--- config.mk ---
export PLATFORM = sky130hd
export DESIGN_NAME = anrb_bank
export DESIGN_NICKNAME = d
export VERILOG_FILES = /design/src/core/anrb_pkg.sv /design/src/core/anrb_bus_if.sv /design/src/core/anrb_bank.sv /design/src/core/anrb_wb_slave.sv
export SDC_FILE = /design/constraint.sdc
export NUM_CORES = 1
export LEC_CHECK = 0
export ABC_AREA = 1
export BUFFER_PORTS_ARGS = -buffer_cell sky130_fd_sc_hd__buf_2
export CAP_MARGIN = 10
export CELL_PAD_IN_SITES_DETAIL_PLACEMENT = 0
export CELL_PAD_IN_SITES_GLOBAL_PLACEMENT = 1
export CORE_MARGIN = 10
export CORE_UTILIZATION = 34
export CTS_BUF_LIST = sky130_fd_sc_hd__clkbuf_4 sky130_fd_sc_hd__clkbuf_8 sky130_fd_sc_hd__clkbuf_16
export DETAILED_ROUTE_END_ITERATION = 8
export GPL_TIMING_DRIVEN = 1
export PLACE_DENSITY_LB_ADDON = 0.1
export SETUP_SLACK_MARGIN = 0.5
export SLEW_MARGIN = 20
export SYNTH_ARGS = -nofsm -noshare
export SYNTH_HDL_FRONTEND = slang
export SYNTH_SLANG_ARGS = --single-unit
--- constraint.sdc ---
create_clock -name clk_i -period 1.7 [get_ports clk_i]
set_input_delay 0.255 -clock clk_i [delete_from_list [all_inputs] [get_ports clk_i]]
set_output_delay 0.255 -clock clk_i [all_outputs]
set_load 0.1 [all_outputs]
--- src/core/anrb_pkg.sv ---
// package: register map, field positions and reset values of the page bank
package anrb_pkg;
  // register indices; byte address is four times the index
  localparam logic [7:0] IDX_CTRL = 8'hc0;
  localparam logic [7:0] IDX_STATUS = 8'hc2;
  localparam logic [7:0] IDX_UBP_LO = 8'hc3;
  localparam logic [7:0] IDX_UBP_HI = 8'hc4;
  localparam logic [7:0] IDX_UNP_LO = 8'hc5;
  localparam logic [7:0] IDX_UNP_HI = 8'hc6;
  localparam logic [7:0] IDX_LPBP_LO = 8'hc7;
  // control register fields
  localparam int CTRL_UBP_EN = 1;
  localparam int CTRL_UNP_EN = 2;
  localparam int CTRL_OVR_EN = 5;
  localparam logic [31:0] CTRL_RESET = 32'h0000_0000;
  localparam logic [31:0] CTRL_WMASK = 32'h0000_0026;
  // status register fields
  localparam int ST_RF_SENT = 3;
  localparam int ST_RX_IDLE = 4;
  localparam int ST_ABILITY = 5;
  localparam int ST_LINK = 6;
  localparam int ST_LP_CAP = 7;
  localparam int ST_FEC = 8;
  localparam int ST_SEQ_FAIL = 9;
  localparam int ST_READY_LSB = 12;
  // user base page low word fields
  localparam int BP_PAUSE_LSB = 10;
  localparam int BP_RF = 13;
  localparam int BP_ACK = 14;
  localparam int BP_NP = 15;
  localparam int OVR_TECH_LSB = 16;
  localparam int OVR_FEC_LSB = 24;
  localparam int OVR_PAUSE_LSB = 28;
  // reset values of the page words and the null next page message
  localparam logic [31:0] UBP_LO_RESET = 32'h0000_0001;
  localparam logic [31:0] UBP_HI_RESET = 32'h0000_0000;
  localparam logic [15:0] UNP_LO_RESET = 16'h2001;
  localparam logic [31:0] UNP_HI_RESET = 32'h0000_0000;
  localparam logic [31:0] NULL_NP_HI = 32'h0000_0000;
  localparam logic [15:0] NULL_NP_LO = 16'h2001;
endpackage : anrb_pkg

--- src/core/anrb_bus_if.sv ---
// interface: decoded register strobes between bus slave and bank
`timescale 1ns/1ns
`default_nettype none
interface anrb_bus_if;
  logic wr;
  logic rd;
  logic [7:0] idx;
  logic [31:0] wdat;
  logic [3:0] sel;
  modport slave (output wr, rd, idx, wdat, sel);
  modport bank (input wr, rd, idx, wdat, sel);
endinterface : anrb_bus_if
`default_nettype wire

--- src/core/anrb_bank.sv ---
// module: negotiation page register bank with wishbone access
`timescale 1ns/1ns
`default_nettype none
module anrb_bank (
  // clock and reset
  input wire logic clk_i,
  input wire logic rst_i,
  // wishbone slave
  input wire logic cyc_i,
  input wire logic stb_i,
  input wire logic we_i,
  input wire logic [9:0] adr_i,
  input wire logic [31:0] dat_i,
  input wire logic [3:0] sel_i,
  output logic [31:0] dat_o,
  output logic ack_o,
  // status from negotiation machines (same clock)
  input wire logic rf_sent_i,
  input wire logic receive_machine_idle_i,
  input wire logic link_up_i,
  input wire logic partner_negotiation_capable_i,
  input wire logic an_complete_i,
  input wire logic resolved_fec_i,
  input wire logic sequencer_negotiation_failure_i,
  input wire logic [5:0] resolved_link_ready_onehot_i,
  // partner page captured by receive machine
  input wire logic partner_page_valid_i,
  input wire logic [15:0] partner_page_low_i,
  // machine generated page fields
  input wire logic [15:0] auto_base_low_i,
  input wire logic [31:0] auto_base_high_i,
  input wire logic [4:0] echoed_nonce_i,
  input wire logic sm_ack_i,
  input wire logic prbs_bit_i,
  input wire logic [5:0] auto_tech_i,
  input wire logic [1:0] auto_fec_i,
  input wire logic [2:0] auto_pause_i,
  // pages to transmit machine
  output logic [49:0] tx_base_page_o,
  output logic [49:0] tx_next_page_o,
  output logic [5:0] advertised_tech_ability_o,
  output logic [1:0] advertised_fec_ability_o,
  output logic [2:0] advertised_pause_ability_o
);
  import anrb_pkg::*;

  anrb_bus_if bus ();

  anrb_wb_slave u_wb (
    .clk_i(clk_i),
    .rst_i(rst_i),
    .cyc_i(cyc_i),
    .stb_i(stb_i),
    .we_i(we_i),
    .adr_i(adr_i),
    .dat_i(dat_i),
    .sel_i(sel_i),
    .ack_o(ack_o),
    .bus(bus)
  );

  typedef struct packed {
    logic [31:0] ctrl;
    logic [31:0] ubp_lo;
    logic [31:0] ubp_hi;
    logic [15:0] unp_lo;
    logic [31:0] unp_hi;
    logic [15:0] lp_lo;
    logic rf_sticky;
    logic link_sticky;
    logic fec_done;
    logic [31:0] rdata;
  } anrb_bank_s;

  anrb_bank_s s_q, s_d;

  // byte-lane merge for a register write
  function automatic logic [31:0] merge(input logic [31:0] old,
                                        input logic [31:0] wd,
                                        input logic [3:0] sel);
    logic [31:0] r;
    r = old;
    for (int i = 0; i < 4; i++) begin
      if (sel[i]) begin
        r[i*8 +: 8] = wd[i*8 +: 8];
      end
    end
    return r;
  endfunction : merge

  logic [31:0] status_w;
  logic stat_rd;
  logic ovr_en;
  logic rd_take;
  logic [31:0] unp_lo_m;

  // live view of the status word
  always_comb begin
    status_w = '0;
    status_w[ST_RF_SENT] = s_q.rf_sticky;
    status_w[ST_RX_IDLE] = receive_machine_idle_i;
    status_w[ST_ABILITY] = 1'b1;
    status_w[ST_LINK] = s_q.link_sticky;
    status_w[ST_LP_CAP] = partner_negotiation_capable_i;
    status_w[ST_FEC] = s_q.fec_done;
    status_w[ST_SEQ_FAIL] = sequencer_negotiation_failure_i;
    status_w[ST_READY_LSB +: 6] = resolved_link_ready_onehot_i;
  end

  assign stat_rd = bus.rd && (bus.idx == IDX_STATUS);
  assign ovr_en = s_q.ctrl[CTRL_OVR_EN];
  // a read is taken at the edge that raises ack, so its data stands with ack
  assign rd_take = cyc_i && stb_i && !we_i && !ack_o;
  // upper half of the short next page word is dropped on purpose
  assign unp_lo_m = merge({16'h0000, s_q.unp_lo}, bus.wdat, bus.sel);

  // register updates, sticky flags and read mux
  always_comb begin
    s_d = s_q;
    // sticky flags: set beats the clear of a status read
    if (stat_rd) begin
      s_d.rf_sticky = 1'b0;
      s_d.link_sticky = 1'b0;
    end
    if (rf_sent_i) begin
      s_d.rf_sticky = 1'b1;
    end
    if (link_up_i) begin
      s_d.link_sticky = 1'b1;
    end
    // fec only counts once negotiation has completed
    s_d.fec_done = an_complete_i && resolved_fec_i;
    if (partner_page_valid_i) begin
      s_d.lp_lo = partner_page_low_i;
    end
    if (bus.wr) begin
      case (bus.idx)
        IDX_CTRL: s_d.ctrl = merge(s_q.ctrl, bus.wdat, bus.sel) & CTRL_WMASK;
        IDX_UBP_LO: s_d.ubp_lo = merge(s_q.ubp_lo, bus.wdat, bus.sel);
        IDX_UBP_HI: s_d.ubp_hi = merge(s_q.ubp_hi, bus.wdat, bus.sel);
        IDX_UNP_LO: s_d.unp_lo = unp_lo_m[15:0];
        IDX_UNP_HI: s_d.unp_hi = merge(s_q.unp_hi, bus.wdat, bus.sel);
        default: ;
      endcase
    end
    // read data registered with ack; status shows value before clearing
    case (bus.idx)
      IDX_CTRL: s_d.rdata = s_q.ctrl;
      IDX_STATUS: begin
        // an event arriving at the capture edge is reported, not lost
        s_d.rdata = status_w;
        s_d.rdata[ST_RF_SENT] = s_d.rf_sticky;
        s_d.rdata[ST_LINK] = s_d.link_sticky;
      end
      IDX_UBP_LO: s_d.rdata = s_q.ubp_lo;
      IDX_UBP_HI: s_d.rdata = s_q.ubp_hi;
      IDX_UNP_LO: s_d.rdata = {16'h0000, s_q.unp_lo};
      IDX_UNP_HI: s_d.rdata = s_q.unp_hi;
      IDX_LPBP_LO: s_d.rdata = {16'h0000, s_q.lp_lo};
      default: s_d.rdata = 32'h0000_0000;
    endcase
    if (!rd_take) begin
      s_d.rdata = s_q.rdata;
    end
  end

  always_ff @(posedge clk_i) begin
    if (rst_i) begin
      s_q.ctrl <= CTRL_RESET;
      s_q.ubp_lo <= UBP_LO_RESET;
      s_q.ubp_hi <= UBP_HI_RESET;
      s_q.unp_lo <= UNP_LO_RESET;
      s_q.unp_hi <= UNP_HI_RESET;
      s_q.lp_lo <= 16'h0000;
      s_q.rf_sticky <= 1'b0;
      s_q.link_sticky <= 1'b0;
      s_q.fec_done <= 1'b0;
      s_q.rdata <= 32'h0000_0000;
    end else begin
      s_q <= s_d;
    end
  end

  // read data stands from the ack cycle until the next read
  assign dat_o = s_q.rdata;

  // advertised abilities: overrides replace machine values when enabled
  always_comb begin
    if (ovr_en) begin
      advertised_tech_ability_o = s_q.ubp_lo[OVR_TECH_LSB +: 6];
      advertised_fec_ability_o = s_q.ubp_lo[OVR_FEC_LSB +: 2];
      advertised_pause_ability_o = s_q.ubp_lo[OVR_PAUSE_LSB +: 3];
    end else begin
      advertised_tech_ability_o = auto_tech_i;
      advertised_fec_ability_o = auto_fec_i;
      advertised_pause_ability_o = auto_pause_i;
    end
  end

  // base page assembly; nonce, ack and prbs never come from registers
  logic [15:0] bp_lo;
  logic [31:0] bp_hi;
  always_comb begin
    if (s_q.ctrl[CTRL_UBP_EN]) begin
      bp_lo = s_q.ubp_lo[15:0];
      bp_hi = s_q.ubp_hi;
    end else begin
      bp_lo = auto_base_low_i;
      bp_hi = auto_base_high_i;
    end
    // pause, tech and fec bits follow the override when it is active
    if (ovr_en) begin
      bp_lo[BP_PAUSE_LSB +: 2] = advertised_pause_ability_o[1:0];
      bp_hi[5 +: 6] = advertised_tech_ability_o;
      bp_hi[30 +: 2] = advertised_fec_ability_o;
    end
    bp_lo[9:5] = echoed_nonce_i;
    bp_lo[BP_ACK] = sm_ack_i;
    tx_base_page_o = {prbs_bit_i, 1'b0, bp_hi, bp_lo};
  end

  // next page assembly; null message when user pages are off
  logic [15:0] np_lo;
  always_comb begin
    if (s_q.ctrl[CTRL_UNP_EN]) begin
      np_lo = s_q.unp_lo;
      np_lo[BP_ACK] = sm_ack_i;
      tx_next_page_o = {prbs_bit_i, 1'b0, s_q.unp_hi, np_lo};
    end else begin
      np_lo = NULL_NP_LO;
      np_lo[BP_ACK] = sm_ack_i;
      tx_next_page_o = {prbs_bit_i, 1'b0, NULL_NP_HI, np_lo};
    end
  end
endmodule : anrb_bank
`default_nettype wire

--- src/core/anrb_wb_slave.sv ---
// module: classic wishbone slave turning cycles into one-cycle strobes
`timescale 1ns/1ns
`default_nettype none
module anrb_wb_slave (
  // clock and reset
  input wire logic clk_i,
  input wire logic rst_i,
  // wishbone
  input wire logic cyc_i,
  input wire logic stb_i,
  input wire logic we_i,
  input wire logic [9:0] adr_i,
  input wire logic [31:0] dat_i,
  input wire logic [3:0] sel_i,
  output logic ack_o,
  // strobes to bank
  anrb_bus_if.slave bus
);
  typedef struct packed {
    logic ack;
  } anrb_wb_s;
  anrb_wb_s s_q, s_d;
  // one wait state, then ack for a single cycle
  always_comb begin
    s_d = s_q;
    s_d.ack = cyc_i && stb_i && !s_q.ack;
  end
  always_ff @(posedge clk_i) begin
    if (rst_i) begin
      s_q <= '0;
    end else begin
      s_q <= s_d;
    end
  end
  // strobes fire in the ack cycle: writes and read clears act on the ack edge
  assign ack_o = s_q.ack;
  assign bus.wr = s_q.ack && we_i;
  assign bus.rd = s_q.ack && !we_i;
  assign bus.idx = adr_i[9:2];
  assign bus.wdat = dat_i;
  assign bus.sel = sel_i;
endmodule : anrb_wb_slave
`default_nettype wire

# Word level (Yosys, flattened, before mapping)
# Index checks and enable logic that the tools add are counted.
# word_totals
regBits,167
input_bits,147
# classes
n_eq_ne,7
n_mux,13
n_reduce_logical,25
# op_table
cell,count
$pmux 32 s7,1
$eq 8x8->1 const B,7
$mux 48,1
$reduce_and 3->1,15
$mux 32,1
$mux 16,1
$mux 6,2
$logic_and 1x1->1,8
$mux 2,4
$mux 3,1
$logic_not 1->1,2
$mux 1,2

# Longest topological paths before layout
# logic_depth
word_depth,6
mapped_depth,12
depth_no_buf,11

# By module
# From an unflattened synthesis, not the netlist that was laid out.
# hier_totals
hier_cells,1303
hier_area_um2,8650.8
# by_module_without_submodules
mod,n_inst,cells_each,area_each_um2,seq_area_each_um2
anrb_bank,1,1250,8265.4,3323.2
anrb_wb_slave,1,53,385.4,20.0

# Worst setup path before layout
# Ideal clock, no wire load.
# synth_timing
kind,register to output
startpoint,register s_q[164] (netlist name)
endpoint,output port tx_base_page_o[1]
arrival_time_ns,2.905
path_slack_ns,-1.460
path_stages_with_launch,5
path_buffers,2
cell_sequence,dfxtp_1 inv_1 clkbuf_1 clkbuf_1 o21ai_0
# synth_between
elab_chain_len,1
# synth_lines
element,line_no,text
start: declaration,anrb_bank.sv:75,"anrb_bank_s s_q, s_d;"
$mux 16,anrb_bank.sv:204,if (s_q.ctrl[CTRL_UBP_EN]) begin
end: declaration,anrb_bank.sv:39,"output logic [49:0] tx_base_page_o,"
# Every way passes these cells.

# Worst setup path in the final report
# layout_timing
startpoint,register s_q[164] (netlist name)
endpoint,output port tx_base_page_o[25]
# layout_between
elab_chain_len,2
# layout_lines
element,line_no,text
$mux 32,anrb_bank.sv:204,
$mux 6,anrb_bank.sv:212,if (ovr_en) begin
# Every way passes these cells.

==> impl_metrics.ini <==
[clock_network]
clockRootBuffer = clkbuf_16
cts_tree = built
cts_num_sinks = 167
htree_levels = 4
clkSlewWorstSetupHoldPaths_ns = 0.07
cts_buffers = 17
clk_path_buf_depth = 2
clk-insertion-delay-late_ns = 0.43

[yosys]
ys_warn_count = 0
synth-adder-area-share = 0
synth_top_area_frac = 0.402
yosysMostFrequentCell = nand2_1
avgSynthCellArea_um2 = 6.62
synth_cells = 1258
yosysSeqAreaShare = 0.402
muxShareOfSynthArea = 0
synth-async-reset-ratio = 0
netlist_top_cells_area = dfxtp_1 40%, o21ai_0 13%, nand2_1 11%
synth_edf_count = 0
synthSimpleGateAreaFrac = 0.214
synthTopCellsByCount = 244 x nand2_1, 217 x o21ai_0, 167 x dfxtp_1
synth_top_family_by_area = compound AO/OA/AOI/OAI gates
synth_flop_cell = dfxtp_1
synth-compound-area-share = 0.228
netlist_area_um2 = 8320
synth.distinct_cells = 24
synth_seq_cells = 167
post-synth-top-area-cell = dfxtp_1
synth_xor_area_frac = 0

[cells_and_area]
syn_to_final_growth_pct = 107
layout.nets = 1733
drive_above_1_share = 0.629

[critical_path]
cp_data_required_time_ns = 1.44
critical_path_depth = 5
r2r-start = s_q[165]
start_kind = register
cp_cell_sequence = inv_12 -> buf_16 -> nor2_4 -> o22ai_4 -> buf_12
critical_path.max_fanout = 14
ff2ff_setup_slack_ns = 0.31
crit_path_end = tx_base_page_o[25]
critical_path_buf_inv_count = 3
critPathLaunch = s_q[164]
r2r_cells = 10
rr_endpoint = dat_o[2]
worstSetupEndpointType = primary output
arrival_ns = 1.57
cpMaxStageDelayCell = dfxtp_4
max_stage_delay_ns = 0.41
path_delay_family = buffers and inverters
crit_type = reg -> out

[timing]
finalSetupTns_ns = -3.10
drv_slew = 0
setup-violations-final = 76
tightestPinTransition_ns = 0.881
finalHoldViolCount = 0
finalCritPeriodShare = 1.07
slew-limit-headroom = 0.413
skew_ns = 0.0133
rsz0062_at_grt = true
worst_slack_ns = -0.121
fin_crit_ns = 1.82
max_freq_mhz = 549

[global_routing]
antenna_found_initial = 2
grt_pass1_wl_mm = 56.9
grt_max_degree = 78
grt_usage = 0.232
grt_pass1_vias = 9366
grt_overflow_total = 0

[outcome]
status = finished, violations left
violations = setup timing

[pwr]
pwr-share-seq = 0.405
netSwitchingPower_mw = 2.98
p_leak_nw = 7.15
p_comb_frac = 0.188
power_density_nw_per_um2 = 564
p_sw_frac = 0.306
vdd_drop_max_v = 0.000573
p_clk_frac = 0.407
p_int_mw = 6.77

[min_path]
holdCritPathClass = in -> reg

[detailed_routing]
drc = 0
wl_per_cell_um = 20.6
drtIter0Drc = 558
via_per_inst = 5.12
antenna_left = 0
via_count = 9852
wirelength_mm = 39.7
drtPass1Iterations = 5

[floorplanning]
initial_core_util = 0.344
io_pins = 291
rows = 57
die_h_um = 176
coreArea_um2 = 24200
dieArea_um2 = 31100
chipWidth_um = 176

[placed_design]
port_buffers = 264
place_congestion = 0.858
place_ws_ns = -0.163
dp_hpwl_mm = 26.0

[run]
drv_cap = 0
==> worst reg2reg max path: stages (launching register included) <==
cell and delay (ns):
dfxtp_4 0.38, buf_12 0.13, buf_16 0.12, buf_6 0.11
buf_6 0.11, nand4_1 0.06, o21ai_1 0.07, inv_1 0.08
nand2_2 0.08, nand2_2 0.07, a21oi_2 0.04
==> cells by family (layout without fill, tap and decap cells) <==
kind of cell / count (synthesis) / in the layout
simple gates: 430 / 441
buf+inv: 286 / 615
compound gates: 374 / 374
flops: 167 / 167
other cells: 1 / 4
==> layer usage <==
metal,vias up,track usage,share of wire
met3,57,0.0510,0.067
met2,378,0.395,0.49
met5,-,0,0
met4,0,0.0599,0.026
li1,4710,-,-
met1,4707,0.292,0.42
==> worst min-delay path by stage <==
stage,startpoint,to,slack [ns],cells after the start
after CTS,partner_page_low_i[8],s_q[43],0.03,3
after detailed placement,dat_o[21],dat_o[21],0.45,2
after global routing,resolved_fec_i,s_q[32],0.03,3
after floorplan,resolved_fec_i,s_q[32],0.37,2
after global placement,s_q[154],s_q[154],0.44,2
final,resolved_fec_i,s_q[32],0.04,3
==> power groups by stage <==
stage,registers [mW],logic [mW],clock network [mW]
finish,3.95,1.83,3.97
global route,3.95,1.91,4.19
detailed placement,4.05,1.54,0
global placement,4.04,1.53,0
floorplan,4.05,1.02,0
CTS,3.95,1.69,4.01
==> per-stage QoR <==
stage / util / hold WS [ns] / instances / power [mW] / cell area [um^2]
6_report: 0.714 / 0.0401 / 1925 / 9.75 / 17300
5_1_grt: 0.714 / 0.0328 / 1924 / 10.0 / 17300
4_1_cts: 0.655 / 0.0308 / 1883 / 9.65 / 15800
3_5_place_dp: 0.538 / 0.455 / 1790 / 5.58 / 13000
3_3_place_gp: 0.538 / 0.445 / 1790 / 5.58 / 13000
2_1_floorplan: - / 0.369 / 1259 / 5.07 / 10200
==> state kept, by name, summed over array words and instances (netlist names) <==
signal      flops
dat_o          32
ovr_en          1
s_q           133
u_wb.ack_o      1
==> area by class of cell <==
type / count / area, um^2
Inverter: 171 / 945
Tap cell: 324 / 405
Clock buffer: 20 / 460
Clock inverter: 12 / 131
Multi-Input combinational cell: 817 / 6610
Sequential cell: 167 / 3410
Timing Repair inverter: 7 / 116
Fill cell: 1788 / 6910
Antenna cell: 2 / 5.00
Timing Repair Buffer: 405 / 5180
==> what timing repair did <==
action,CTS,global route
pin swaps,54,101
buffers inserted,44,27
endpoints found under the hold margin,0,0
hold buffers,0,0
gates cloned,17,13
setup endpoints to repair,277,280
resized for setup,426,269
==> placed cells by master (no fill, tap or decap), types with 3 or more instances in the layout <==
| cell | n |
|---|---|
| buf_12 | 160 |
| dfxtp_1 | 131 |
| buf_2 | 129 |
| nand2_1 | 112 |
| inv_1 | 107 |
| a21oi_2 | 98 |
| o21ai_2 | 93 |
| nand2_4 | 81 |
| nor2_1 | 80 |
| o21ai_4 | 65 |
| buf_4 | 59 |
| nand2_2 | 45 |
| nand3_1 | 44 |
| o21ai_0 | 42 |
| clkinvlp_4 | 41 |
| a21oi_1 | 37 |
| buf_6 | 34 |
| dfxtp_2 | 29 |
| nand2_8 | 22 |
| o21ai_1 | 22 |
| clkbuf_16 | 21 |
| nor2_4 | 20 |
| nor2_2 | 13 |
| nand3_2 | 13 |
| o22ai_4 | 10 |
| buf_16 | 10 |
| inv_6 | 9 |
| buf_8 | 9 |
| nand4_1 | 7 |
| dfxtp_4 | 7 |
| inv_2 | 6 |
| o211ai_1 | 6 |
| inv_12 | 5 |
| inv_4 | 5 |
| clkinv_8 | 4 |
| clkinv_4 | 4 |
| inv_8 | 4 |
| clkinv_16 | 3 |
(Power assumes the default switching activity.)
